$ cat src/inc/smpc_pkg.sv
// Shared constants and types for the stop mode power controller.
// Assumes a single clk_sys domain and that software-facing bits arrive as plain ports.
package smpc_pkg;

  // Widths of counters and buses.
  localparam int unsigned SMPC_WU_W   = 8;
  localparam int unsigned SMPC_PRE_W  = 8;
  localparam int unsigned SMPC_DIV_W  = 2;
  localparam int unsigned SMPC_PC_W   = 16;
  localparam int unsigned SMPC_TB_W   = 4;
  localparam int unsigned SMPC_SYNC_W = 9;

  // Bit positions inside the synchronised pin vector.
  localparam int unsigned SMPC_SB_WAKE = 0;
  localparam int unsigned SMPC_SB_KEY  = 1;
  localparam int unsigned SMPC_SB_VD   = 2;
  localparam int unsigned SMPC_SB_HF   = 3;
  localparam int unsigned SMPC_SB_LF   = 4;
  localparam int unsigned SMPC_SB_TB   = 5;

  // Program counter step held while stopped, and low clock periods per machine cycle less one.
  localparam logic [SMPC_PC_W-1:0] SMPC_PC_STEP      = 16'h0002;
  localparam logic [1:0]           SMPC_MC_LOW_LAST  = 2'h3;
  localparam logic [1:0]           SMPC_MC_RST       = 2'h0;
  localparam logic [SMPC_PRE_W-1:0] SMPC_PRE_RST     = 8'h00;
  localparam logic [SMPC_WU_W-1:0]  SMPC_WU_RST      = 8'h00;

  // Operating modes, plus the arm, stop and warm-up phases of a stop sequence.
  typedef enum logic [3:0] {
    run_single_clock,
    run_dual_clock,
    low_clock_run_osc_off,
    low_clock_run_osc_on,
    timebase_only_halt,
    cpu_halt_single_clock,
    cpu_halt_dual_clock,
    low_clock_timebase_halt,
    low_clock_cpu_halt,
    stop_arm,
    full_stop,
    warmup
  } smpc_mode_e;

  // Software control bits of the system control registers and neighbours.
  typedef struct packed {
    logic                  halt_req_wr;
    logic                  release_mode_select;
    logic                  port_output_hold_select;
    logic                  lf_osc_enable;
    logic                  hf_osc_enable;
    logic                  sys_clock_low;
    logic                  cpu_halt_req;
    logic                  tb_halt_req;
    logic                  irq_release;
    logic                  wdt_src_low;
    logic [1:0]            timebase_clock_select;
    logic [SMPC_DIV_W-1:0] warmup_div;
    logic [SMPC_WU_W-1:0]  warmup_count_reg;
    logic [SMPC_PC_W-1:0]  request_pc;
  } smpc_ctrl_s;

  // Registered status seen by the rest of the chip.
  typedef struct packed {
    smpc_mode_e           mode;
    logic                 hf_osc_on;
    logic                 lf_osc_on;
    logic                 cpu_run;
    logic                 cpu_clk_low;
    logic                 wdt_run;
    logic                 wdt_clk_low;
    logic                 tb_run;
    logic                 periph_run;
    logic                 state_hold;
    logic                 port_hold;
    logic                 tg_clear;
    logic                 machine_cycle;
    logic                 resume;
    logic                 stop_ignored;
    logic [SMPC_PC_W-1:0] pc_hold;
  } smpc_stat_s;

endpackage

$ cat src/logic/smpc_top.sv
// Top of the stop mode power controller: mode tracking, stop entry and wake release.
// Assumes control bits come from software registers on clk_sys and that pins and
// oscillator clock levels are asynchronous; external, power-on and voltage-detection
// resets are combined onto rst_b outside this block.

// Overview of operation
// - Halt request write enters full-stop.
// - Full-stop halts both oscillators and all operation.
// - Contents retained; port latch follows hold select.
// - Timing generator prescaler and divider cleared on entry.
// - Held PC is request address plus two.
// - Reset ends stop; warm-up then single-clock run.
// - Wake pin, key wakeup, voltage detect release.
// - Release select one means level-sensitive release.
// - Release select zero means edge-sensitive release.
// - Level mode releases when wake pin high.
// - Level mode ignores request while pin high.
// - Warm-up never re-enters stop on pin low.
// - Edge mode releases on wake pin rising edge.
// - Edge mode enters stop despite pin high.
// - Warm-up clocks from oscillator used at entry.
// - Low-clock modes run core from four low periods.
// - Dual-clock core on gear, watchdog either clock.
// - Timebase halts exit on selected clock falling edge.
// - Resume in prior mode after warm-up.
// - Restart oscillators, warm-up frozen, then resume.
module smpc_top
  import smpc_pkg::*;
(
  input  wire logic                 clk_sys,
  input  wire logic                 rst_b,
  input  wire smpc_ctrl_s           ctrl,
  input  wire logic                 wake_pin,
  input  wire logic                 key_wake_pin,
  input  wire logic                 vd_release_pin,
  input  wire logic                 hf_osc_clk,
  input  wire logic                 lf_osc_clk,
  input  wire logic [SMPC_TB_W-1:0] tb_clk_cand,
  output smpc_stat_s                stat
);

  typedef struct packed {
    smpc_mode_e           mode;
    smpc_mode_e           ret_mode;
    logic                 entry_lf;
    logic                 wake_prev;
    logic                 tb_prev;
    logic                 hf_prev;
    logic                 lf_prev;
    logic [1:0]           mc_cnt;
    logic [SMPC_PC_W-1:0] pc_hold;
    logic                 port_hold;
    smpc_stat_s           stat;
  } smpc_state_s;

  smpc_state_s          st_r;
  smpc_state_s          st_nxt;
  logic [SMPC_SYNC_W-1:0] pins_raw;
  logic [SMPC_SYNC_W-1:0] pins_s;
  logic                 wu_done;
  logic                 hf_tick;
  logic                 lf_tick;

  // True for the modes whose main system clock comes from the low-frequency clock.
  function automatic logic is_low(input smpc_mode_e m);
    is_low = (m == low_clock_run_osc_off) || (m == low_clock_run_osc_on) ||
             (m == low_clock_timebase_halt) || (m == low_clock_cpu_halt);
  endfunction

  // True for the run modes from which a stop request is honoured.
  function automatic logic is_run(input smpc_mode_e m);
    is_run = (m == run_single_clock) || (m == run_dual_clock) ||
             (m == low_clock_run_osc_off) || (m == low_clock_run_osc_on);
  endfunction

  // Every pin and oscillator level is synchronised before any logic looks at it.
  assign pins_raw = {tb_clk_cand, lf_osc_clk, hf_osc_clk, vd_release_pin,
                     key_wake_pin, wake_pin};

  smpc_sync #(
    .W (SMPC_SYNC_W)
  ) u_sync (
    .clk_sys (clk_sys),
    .rst_b   (rst_b),
    .d       (pins_raw),
    .q       (pins_s)
  );

  // Rising edges of the synchronised oscillator levels act as oscillator ticks.
  assign hf_tick = pins_s[SMPC_SB_HF] && !st_r.hf_prev;
  assign lf_tick = pins_s[SMPC_SB_LF] && !st_r.lf_prev;

  // Warm-up runs only in the warm-up phase, from the clock that fed the core at entry.
  smpc_warmup u_warmup (
    .clk_sys (clk_sys),
    .rst_b   (rst_b),
    .active  (st_r.mode == warmup),
    .tick_hf (hf_tick),
    .tick_lf (lf_tick),
    .use_lf  (st_r.entry_lf),
    .div_sel (ctrl.warmup_div),
    .target  (ctrl.warmup_count_reg),
    .done    (wu_done)
  );

  // Next-state logic: mode transitions, stop entry and release, status decode.
  always_comb begin
    logic tb_sel;
    logic tb_fall;
    logic wake;
    logic wake_rise;
    logic mc_pulse;
    logic release_req;
    tb_sel    = pins_s[SMPC_SB_TB + 32'(ctrl.timebase_clock_select)];
    tb_fall   = st_r.tb_prev && !tb_sel;
    wake      = pins_s[SMPC_SB_WAKE];
    wake_rise = wake && !st_r.wake_prev;
    mc_pulse    = 1'b0;
    release_req = 1'b0;
    st_nxt    = st_r;
    st_nxt.wake_prev = wake;
    st_nxt.tb_prev   = tb_sel;
    st_nxt.hf_prev   = pins_s[SMPC_SB_HF];
    st_nxt.lf_prev   = pins_s[SMPC_SB_LF];
    st_nxt.stat.tg_clear     = 1'b0;
    st_nxt.stat.resume       = 1'b0;
    st_nxt.stat.stop_ignored = 1'b0;

    // Machine cycle: one gear tick, or four low-frequency periods in low-clock modes.
    if (st_r.mode == full_stop || st_r.mode == warmup) begin
      st_nxt.mc_cnt = SMPC_MC_RST;
    end else if (is_low(st_r.mode) || (st_r.mode == stop_arm && st_r.entry_lf)) begin
      if (lf_tick) begin
        if (st_r.mc_cnt == SMPC_MC_LOW_LAST) begin
          st_nxt.mc_cnt = SMPC_MC_RST;
          mc_pulse      = 1'b1;
        end else begin
          st_nxt.mc_cnt = st_r.mc_cnt + 2'h1;
        end
      end
    end else begin
      mc_pulse = hf_tick;
    end
    st_nxt.stat.machine_cycle = mc_pulse;

    // Release sources; the pin's meaning depends on the release mode bit.
    release_req = pins_s[SMPC_SB_KEY] || pins_s[SMPC_SB_VD];
    if (ctrl.release_mode_select) begin
      release_req = release_req || wake;
    end else begin
      release_req = release_req || wake_rise;
    end

    // A stop request from a run mode takes priority over every other transition.
    if (is_run(st_r.mode) && ctrl.halt_req_wr) begin
      if (ctrl.release_mode_select && wake) begin
        st_nxt.stat.stop_ignored = 1'b1;
      end else begin
        st_nxt.mode      = stop_arm;
        st_nxt.ret_mode  = st_r.mode;
        st_nxt.entry_lf  = is_low(st_r.mode);
        st_nxt.pc_hold   = ctrl.request_pc + SMPC_PC_STEP;
        st_nxt.port_hold = ctrl.port_output_hold_select;
      end
    end else begin
      case (st_r.mode)
        run_single_clock: begin
          if (ctrl.lf_osc_enable) begin
            st_nxt.mode = run_dual_clock;
          end else if (ctrl.cpu_halt_req) begin
            st_nxt.mode = cpu_halt_single_clock;
          end else if (ctrl.tb_halt_req) begin
            st_nxt.mode = timebase_only_halt;
          end
        end
        run_dual_clock: begin
          if (!ctrl.lf_osc_enable) begin
            st_nxt.mode = run_single_clock;
          end else if (ctrl.sys_clock_low) begin
            st_nxt.mode = low_clock_run_osc_on;
          end else if (ctrl.cpu_halt_req) begin
            st_nxt.mode = cpu_halt_dual_clock;
          end
        end
        low_clock_run_osc_on: begin
          if (!ctrl.sys_clock_low) begin
            st_nxt.mode = run_dual_clock;
          end else if (!ctrl.hf_osc_enable) begin
            st_nxt.mode = low_clock_run_osc_off;
          end
        end
        low_clock_run_osc_off: begin
          if (ctrl.hf_osc_enable) begin
            st_nxt.mode = low_clock_run_osc_on;
          end else if (ctrl.cpu_halt_req) begin
            st_nxt.mode = low_clock_cpu_halt;
          end else if (ctrl.tb_halt_req) begin
            st_nxt.mode = low_clock_timebase_halt;
          end
        end
        cpu_halt_single_clock: begin
          if (ctrl.irq_release) begin
            st_nxt.mode = run_single_clock;
          end
        end
        cpu_halt_dual_clock: begin
          if (ctrl.irq_release) begin
            st_nxt.mode = run_dual_clock;
          end
        end
        low_clock_cpu_halt: begin
          if (ctrl.irq_release) begin
            st_nxt.mode = low_clock_run_osc_off;
          end
        end
        timebase_only_halt: begin
          if (tb_fall) begin
            st_nxt.mode = run_single_clock;
          end
        end
        low_clock_timebase_halt: begin
          if (tb_fall) begin
            st_nxt.mode = low_clock_run_osc_off;
          end
        end
        stop_arm: begin
          // Oscillators keep running for one machine cycle; in edge mode a pin edge in this
          // window is absorbed by wake_prev and cannot release the stop later.
          if (mc_pulse) begin
            st_nxt.mode          = full_stop;
            st_nxt.stat.tg_clear = 1'b1;
          end
        end
        full_stop: begin
          if (release_req) begin
            st_nxt.mode = warmup;
          end
        end
        warmup: begin
          // The pin is no longer looked at, so a low level cannot restart the stop.
          if (wu_done) begin
            st_nxt.mode          = st_r.ret_mode;
            st_nxt.stat.resume   = 1'b1;
            st_nxt.stat.tg_clear = 1'b1;
          end
        end
        default: begin
          st_nxt.mode = run_single_clock;
        end
      endcase
    end

    // Status decode from the next mode, so every status output is registered.
    st_nxt.stat.mode    = st_nxt.mode;
    st_nxt.stat.pc_hold = st_nxt.pc_hold;
    case (st_nxt.mode)
      full_stop: begin
        st_nxt.stat.hf_osc_on = 1'b0;
        st_nxt.stat.lf_osc_on = 1'b0;
      end
      warmup: begin
        // Restart the oscillators that the prior mode was using.
        st_nxt.stat.hf_osc_on = !is_low(st_nxt.ret_mode) ||
                                (st_nxt.ret_mode == low_clock_run_osc_on);
        st_nxt.stat.lf_osc_on = (st_nxt.ret_mode != run_single_clock);
      end
      stop_arm: begin
        st_nxt.stat.hf_osc_on = !is_low(st_nxt.ret_mode) ||
                                (st_nxt.ret_mode == low_clock_run_osc_on);
        st_nxt.stat.lf_osc_on = (st_nxt.ret_mode != run_single_clock);
      end
      run_single_clock, cpu_halt_single_clock, timebase_only_halt: begin
        st_nxt.stat.hf_osc_on = 1'b1;
        st_nxt.stat.lf_osc_on = 1'b0;
      end
      run_dual_clock, cpu_halt_dual_clock, low_clock_run_osc_on: begin
        st_nxt.stat.hf_osc_on = 1'b1;
        st_nxt.stat.lf_osc_on = 1'b1;
      end
      default: begin
        st_nxt.stat.hf_osc_on = 1'b0;
        st_nxt.stat.lf_osc_on = 1'b1;
      end
    endcase
    st_nxt.stat.cpu_run     = is_run(st_nxt.mode) || (st_nxt.mode == stop_arm);
    st_nxt.stat.cpu_clk_low = is_low(st_nxt.mode);
    st_nxt.stat.wdt_run     = st_nxt.stat.cpu_run;
    st_nxt.stat.wdt_clk_low = is_low(st_nxt.mode) ||
                              ((st_nxt.mode == run_dual_clock) && ctrl.wdt_src_low);
    st_nxt.stat.periph_run  = (st_nxt.mode != full_stop) && (st_nxt.mode != warmup) &&
                              (st_nxt.mode != timebase_only_halt) &&
                              (st_nxt.mode != low_clock_timebase_halt);
    st_nxt.stat.tb_run      = (st_nxt.mode != full_stop) && (st_nxt.mode != warmup);
    // Clocks are gated rather than state reset, so memories and registers keep values.
    st_nxt.stat.state_hold  = (st_nxt.mode == full_stop) || (st_nxt.mode == warmup);
    st_nxt.stat.port_hold   = st_nxt.stat.state_hold && st_nxt.port_hold;
  end

  // State register; after any reset the block starts in warm-up and returns to single-clock run.
  always_ff @(posedge clk_sys or negedge rst_b) begin
    if (!rst_b) begin
      st_r               <= '0;
      st_r.mode          <= warmup;
      st_r.ret_mode      <= run_single_clock;
      st_r.stat.mode     <= warmup;
      st_r.stat.hf_osc_on <= 1'b1;
      st_r.stat.state_hold <= 1'b1;
    end else begin
      st_r <= st_nxt;
    end
  end

  assign stat = st_r.stat;

endmodule

$ cat src/logic/smpc_sync.sv
// Two flip-flop synchroniser for a vector of independent pin levels.
// Assumes each bit is a slow level; multi-bit coherence is not provided.
module smpc_sync
  import smpc_pkg::*;
#(
  parameter int unsigned W = SMPC_SYNC_W
) (
  input  wire logic         clk_sys,
  input  wire logic         rst_b,
  input  wire logic [W-1:0] d,
  output logic      [W-1:0] q
);

  typedef struct packed {
    logic [W-1:0] s1;
    logic [W-1:0] s2;
  } smpc_sync_s;

  smpc_sync_s st_r;
  smpc_sync_s st_nxt;

  // The first stage feeds only the second stage.
  always_comb begin
    st_nxt    = st_r;
    st_nxt.s1 = d;
    st_nxt.s2 = st_r.s1;
  end

  // State register.
  always_ff @(posedge clk_sys or negedge rst_b) begin
    if (!rst_b) begin
      st_r <= '0;
    end else begin
      st_r <= st_nxt;
    end
  end

  assign q = st_r.s2;

endmodule

$ cat src/logic/smpc_warmup.sv
// Warm-up counter with a power-of-two prescaler on the chosen oscillator tick.
// Assumes ticks are one-cycle pulses on clk_sys; the counter clears whenever inactive.
module smpc_warmup
  import smpc_pkg::*;
(
  input  wire logic                  clk_sys,
  input  wire logic                  rst_b,
  input  wire logic                  active,
  input  wire logic                  tick_hf,
  input  wire logic                  tick_lf,
  input  wire logic                  use_lf,
  input  wire logic [SMPC_DIV_W-1:0] div_sel,
  input  wire logic [SMPC_WU_W-1:0]  target,
  output logic                       done
);

  typedef struct packed {
    logic [SMPC_PRE_W-1:0] pre;
    logic [SMPC_WU_W-1:0]  cnt;
    logic                  done;
  } smpc_wu_s;

  smpc_wu_s st_r;
  smpc_wu_s st_nxt;

  // Last prescaler value for a divide by two to the power of the select.
  function automatic logic [SMPC_PRE_W-1:0] pre_last(input logic [SMPC_DIV_W-1:0] sel);
    logic [SMPC_PRE_W-1:0] one;
    one      = 8'h01;
    pre_last = (one << sel) - one;
  endfunction

  // Count divided ticks of the entry oscillator until the loaded value is reached.
  always_comb begin
    logic tick;
    tick   = use_lf ? tick_lf : tick_hf;
    st_nxt = st_r;
    if (!active) begin
      st_nxt = '0;
    end else begin
      if (tick && !st_r.done) begin
        if (st_r.pre >= pre_last(div_sel)) begin
          st_nxt.pre = SMPC_PRE_RST;
          st_nxt.cnt = st_r.cnt + 8'h01;
        end else begin
          st_nxt.pre = st_r.pre + 8'h01;
        end
      end
      st_nxt.done = (st_r.cnt >= target);
    end
  end

  // State register.
  always_ff @(posedge clk_sys or negedge rst_b) begin
    if (!rst_b) begin
      st_r <= '0;
    end else begin
      st_r <= st_nxt;
    end
  end

  assign done = st_r.done;

endmodule

$ cat config.mk
export PLATFORM = sky130hd
export DESIGN_NAME = smpc_top
export DESIGN_NICKNAME = d
export VERILOG_FILES = /design/src/inc/smpc_pkg.sv /design/src/logic/smpc_top.sv /design/src/logic/smpc_sync.sv /design/src/logic/smpc_warmup.sv
export SDC_FILE = /design/constraint.sdc
export NUM_CORES = 1
export LEC_CHECK = 0
export BUFFER_PORTS_ARGS = -buffer_cell sky130_fd_sc_hd__buf_4
export CAP_MARGIN = 30
export CORE_ASPECT_RATIO = 0.9
export CORE_MARGIN = 4
export CORE_UTILIZATION = 52
export CTS_BUF_LIST = sky130_fd_sc_hd__clkbuf_8
export CTS_CLUSTER_SIZE = 28
export DETAILED_ROUTE_END_ITERATION = 8
export PLACE_DENSITY = 0.79
export SLEW_MARGIN = 5
export SYNTH_ARGS = -nofsm -noshare
export SYNTH_HDL_FRONTEND = slang
export SYNTH_SLANG_ARGS = --single-unit
export TNS_END_PERCENT = 30
$ cat constraint.sdc
create_clock -name clk_sys -period 2.4 [get_ports clk_sys]
set_input_delay 0 -clock clk_sys [delete_from_list [all_inputs] [get_ports clk_sys]]
set_output_delay 0 -clock clk_sys [all_outputs]
set_load 0.02 [all_outputs]
==> out/metrics.yaml, run 1 <==
status: "finished, final reports clean"
rsz0062_at_grt: "true"
synthMostInstantiatedCell: "dfrtp_1"
min_period_ps: 2370
dp_hpwl_um: 6700
cp.required_ps: 2620
clk_pin_slew_worst_paths_ps: 80
clockBufferDepth: 2
synth_seq_cells: 80
slew_headroom_pct: 70.4
die_area_um2: 9450
worst_slack_ps: 34.1
grt_usage_pct: 21.2
worstMarginPinSlew_ps: 443
numPortBuffers: 82
initial_utilization_pct: 54.1
die_h_um: 92.6
synthDistinctLibCells: 56
p_sw_share_pct: 37.8
endpoint_kind: "flop"
vias: 3400
place_congestion: 0.977
ir_drop_mv: 0.533
switchingPower_uw: 2180
cp-start-kind: "flop"
area_growth_pct: 30.7
synthTopCellsByArea: "dfrtp_1, buf_4, nand2_1"
die_width_um: 102
place_ws_ps: -47.4
powerDensity_nw_per_um2: 1060
drv_cap: 0
wl_um: 9830
cts_root_buf: "clkbuf_8"
drtPass1Iterations: 5
clk_latency_ps: 340
wl_per_cell_um: 15.5
yosys.area.top_type: "dfrtp_1"
p_int_uw: 3590
num_rows: 30
min_path_type: "in2reg"
htreeDepth: 3
syn_nets: 493
power_uw: 5760
final_area_um2: 5410
async_flop_share_pct: 100
netlist_top_cells_count: "dfrtp_1, nand2_1, buf_4"
tritoncts: "done"
final.period_utilization_pct: 98.6
first_global_vias: 3377
p_clk_share_pct: 18.1
finalHoldViolCount: 0
core_area_um2: 7660
grt_overflow_total: 0
grt_pass1_wl_um: 15800
p_leak_uw: 0.00260
power.share.sequential_pct: 32.3
yosys.area.top_type_share_pct: 45.3
yosys_warnings: 0
antenna_left: 0
routed_via_density: 5.35
worst_clock_skew_ps: 10.2
io_pins: 83
comb_power_share_pct: 49.6
synth-main-ff-cell: "dfrtp_1"
place_area_um2: 4780
drive_gt1_share_pct: 29.1
yosysSeqAreaShare_pct: 48.5
cts_buffers: 9
crit_arrival_ps: 2590
grt_max_degree: 81
critPathKind: "reg2reg"
drtIter0Drc: 194
netlist_instances: 428
synth_edf_count: 0
finalSetupViolCount: 0
remaining_drc_errors: 0
max_clock_freq_ghz: 0.423
syn_area_per_cell_um2: 9.67
critPathMaxFanout: 4
antenna_found_initial: 0
synth_area_um2: 4140
final_nets: 601
num_antenna_cells: 0
slew_violations: 0
cts.sinks: 80
[worst max-delay path, cell delays in order (launching register included)]
cell	delay, ps
dfstp_2	610
nor3_1	70
or4_1	400
a2111o_1	430
o32a_4	350
buf_4	150
nand2_1	60
a21o_1	110
o211ai_1	80
[cell usage in the layout, fill, tap and decap left out, types with 3 or more instances in the layout]
cell type      instances
a211oi_1               3
or3_1                  3
nor2b_1                3
nor2_1                26
o21ai_0               29
and2_1                 5
nor3b_1                3
a21oi_1               19
nor3_1                 8
clkinv_4               3
dfrtp_1               75
clkbuf_8               9
ha_1                  16
inv_1                 26
nand2b_1               7
xor2_1                14
nand2_1               54
xnor2_1                8
mux2i_1                4
nand4_1                5
buf_6                  3
o22ai_1                3
buf_4                112
dlygate4sd3_1         26
nor4_1                 3
and3_1                 7
nand3_1                9
dfstp_2                5
[final timing paths]
path                                  start                to  slack [ps]  cells after the start
min reg2reg                u_sync.st_nxt[3]       u_sync.q[3]         350                      0
min in group asynchronous             rst_b  u_warmup.st_r[1]         140                      2
min                                 ctrl[6]           stat[6]          20                      3
max reg2reg                        stat[31]          stat[24]          30                      8
max                                stat[31]          stat[24]          30                      8
max in group asynchronous             rst_b          stat[21]        1630                      3
[layout make-up]
type / count / area (um2)
fillers: 567 / 2250
flip-flops and latches: 80 / 2010
multi-input cells: 276 / 1790
repair buffers: 143 / 1180
clock buffers: 9 / 124
well taps: 96 / 120
inverters: 26 / 103
clock inverters: 6 / 86.3
[repair_timing]
| action | CTS | global route |
|---|---|---|
| endpoints found under the setup margin | 5 | 9 |
| gates resized for setup | 1 | 20 |
| buffers inserted | 2 | 4 |
| hold buffers | 26 | 0 |
| endpoints found under the hold margin | 101 | 0 |
| pin swaps | 0 | 10 |
[cell families (layout without fill, tap and decap cells)]
logic type	count (synthesis)	count (layout)	synth area share [%]
adders and majority gates	16	16	4.84
AOI/OAI and AO/OA	82	82	12.7
buffers and inverters	72	184	10.1
xor gates and xnor gates	22	22	4.66
muxes	5	5	1.24
and+or+nand+nor	151	151	17.9
DFF	80	80	48.5
[power by group through the flow]
stage	clock [uW]	sequential, uW	combinational, uW
CTS	1070	1850	2630
floorplan	0	1810	1790
global route	1130	1890	3080
finish	1040	1860	2860
global placement	0	1870	2520
detailed placement	0	1880	2540
[layer usage]
metal  part of all wire (%)  GRT usage, %  vias up
met5                      0             0        -
met4                    1.5          5.03        0
met3                    6.9          6.85       16
met2                     48          33.1      120
met1                     43          28.7     1616
li1                       -             -     1648
[sequential cells by signal, indices dropped and copies added (netlist names)]
name,cells
u_warmup.st_r,16
stat,33
st_r,12
u_sync.st_nxt,9
u_warmup.done,1
u_sync.q,9
[metrics by stage]
stage | hold slack, ps | instances | TNS [ps] | utilization, %
final | 16.1 | 636 | 0 | 70.6
after global routing | 6.94 | 636 | -60.4 | 70.6
after CTS | 12.5 | 631 | 0 | 68.8
after detailed placement | 110 | 588 | -97.5 | 62.4
after global placement | 109 | 588 | 0 | 62.4
after floorplan | -296 | 428 | 0 | -
Power figures use the tool's default switching activity.
==> run 2, diff against run 1 <==
Settings changed: CORE_UTILIZATION 52 to 50, CTS_BUF_LIST sky130_fd_sc_hd__clkbuf_8 to default, PLACE_DENSITY 0.79 to 0.76.
==> run 2 against run 1 <==
  * The flow now finishes with violations (negative setup slack)
  * Clock-buffer cell count unchanged
  * Final area is 1.2% higher
  * Wire length is 1.4% higher
  * Via count up 2.2%
  * Power grew 1.7%
  * Critical path type unchanged
  * Largest cell class unchanged
==> out/metrics.yaml, run 2 (same netlist as run 1, synthesis figures left out) <==
status: "complete, but fails checks"
violations: "negative setup slack"
final.period_utilization_pct: 100  # +1.9 points
min_path_type: "in2reg"
drv_cap: 0  # unchanged
place_congestion: 0.929  # -4.9%
endpoint_kind: "flop"
rsz0062_at_grt: "true"
routed_via_density: 5.44  # +1.8%
vias: 3476  # +2.2%
max_clock_freq_ghz: 0.415  # -1.9%
wl_um: 9970  # +1.4%
first_global_vias: 3400  # +0.68%
powerDensity_nw_per_um2: 1070  # +0.47%
num_antenna_cells: 0  # unchanged
clockBufferDepth: 2  # unchanged
critPathMaxFanout: 5  # +1
drtIter0Drc: 165  # -15%
ir_drop_mv: 0.496  # -7.0%
layout_commonest_cell: "buf_4"
cts_buffers: 9  # unchanged
min_period_ps: 2410  # +44.8 ps
worst_clock_skew_ps: 11.7  # +1.46 ps
cp-start-kind: "flop"
fin_util_pct: 67.9  # -2.8 points
drive_gt1_share_pct: 30.4  # +1.3 points
worst_slack_ps: -10.7  # -44.8 ps
final_cell_mix: "buf_4, dfrtp_1, nand2_1, o21ai_0"
finalHoldViolCount: 0  # unchanged
setup-tns-final_ps: -10.8  # -10.8 ps
grt_max_degree: 81  # unchanged
wl_per_cell_um: 15.6  # +0.95%
slew_violations: 0  # unchanged
initial_utilization_pct: 51.3  # -2.7 points
remaining_drc_errors: 0  # unchanged
htreeDepth: 3  # unchanged
clk_pin_slew_worst_paths_ps: 90  # about the same
regMostFlops: "stat"
tritoncts: "done"
core_area_um2: 8070  # +5.4%
antenna_left: 0  # unchanged
die_h_um: 94.3  # +1.8%
grt_overflow_total: 0  # unchanged
area_growth_pct: 32.3
drtPass1Iterations: 5  # unchanged
worstMarginPinSlew_ps: 428  # -15.7 ps
slew_headroom_pct: 71.2  # +0.86 points
clk_latency_ps: 370  # +30 ps
largest_reg_flops: 33  # unchanged
antenna_found_initial: 0  # unchanged
die_area_um2: 9800  # +3.7%
hold_ws_ps: 10.5  # -5.59 ps
cts_root_buf: "clkbuf_8"
cp.required_ps: 2670  # +50 ps
grt_pass1_wl_um: 16100  # +1.7%
die_width_um: 104  # +1.8%
cts.sinks: 80  # unchanged
grt_usage_pct: 20.4  # -0.71 points
critPathKind: "reg2reg"
dp_hpwl_um: 6830  # +2.0%
numPortBuffers: 82  # unchanged
power_uw: 5860  # +1.7%
reg.largest.list: "stat (33), u_warmup.st_r (16), st_r (12)"
p_leak_uw: 0.00261  # +0.21%
final_nets: 600  # -0.17%
io_pins: 83  # unchanged
num_rows: 31  # +3.3%
finalSetupViolCount: 2  # +2
crit_arrival_ps: 2680  # +90 ps
==> run 2: changes by cell type in the layout (fill, tap and decap cells not counted), sizes merged <==
cell	before	now
inv	26	30
clkinvlp	0	1
clkinv	4	1
buf	117	116
bufinv	2	1
==> run 2: per-stage QoR <==
| step | worst slack, ps | cells | cell area (um2) |
|---|---|---|---|
| 6_report | -10.7 | 639 | 5470 |
| 5_1_grt | -86.6 | 639 | 5470 |
| 4_1_cts | 12.7 | 632 | 5250 |
| 3_5_place_dp | -16.3 | 588 | 4750 |
| 3_3_place_gp | 24.3 | 588 | 4750 |
| 2_1_floorplan | 95.4 | 428 | 4140 |
==> run 2: worst paths after layout <==
kind	start	to	slack (ps)	depth (start not counted)
setup / recovery	stat[30]	stat[28]	-10	9
hold / removal	ctrl[36]	st_r[59]	10	4
setup reg to reg	stat[30]	stat[28]	-10	9
hold reg to reg	u_sync.st_nxt[7]	u_sync.q[7]	360	0
max in group asynchronous	rst_b	stat[21]	1690	3
min in group asynchronous	rst_b	stat[24]	100	2
==> run 2: per-layer routing <==
| layer | track usage (%) | up-vias | part of all wire (%) | wire (um) |
|---|---|---|---|---|
| li1 | - | 1657 | - | - |
| met4 | 5.76 | 0 | 1.8 | 179 |
| met3 | 6.46 | 20 | 7.6 | 757 |
| met2 | 31.9 | 135 | 47 | 4650 |
| met5 | 0 | - | 0 | 0 |
| met1 | 27.7 | 1664 | 44 | 4390 |
==> run 2: power breakdown <==
group / total (uW) / switching [uW] / internal (uW)
Combinational: 2910 / 1540 / 1370
Clock: 1070 / 564 / 506
Sequential: 1880 / 205 / 1670
Total: 5860 / 2310 / 3550
==> run 2: what timing repair did <==
item,4_1_cts,5_1_grt
pin swaps,0,12
buffers inserted,2,6
gates cloned,0,0
hold endpoints to repair,101,0
gates resized for setup,1,28
endpoints found under the setup margin,3,9
hold buffers,26,0
==> run 2: final cells by class <==
cell class / instances / area [um2]
flip-flops and latches: 80 / 2010
clock buffers: 9 / 124
fillers: 614 / 2590
multi-input cells: 276 / 1840
repair buffers: 142 / 1180
inverters: 26 / 103
clock inverters: 7 / 86.3
well taps: 99 / 124
==> run 2: critical path, cell delays in order (launching register included) <==
cell and delay [ps]:
dfstp_2 400, buf_12 130, nand2_4 60, a21oi_2 30, or4_1 480, a2111o_1 450, o32a_4 370, buf_6 130
mux2i_1 100, a32oi_1 170
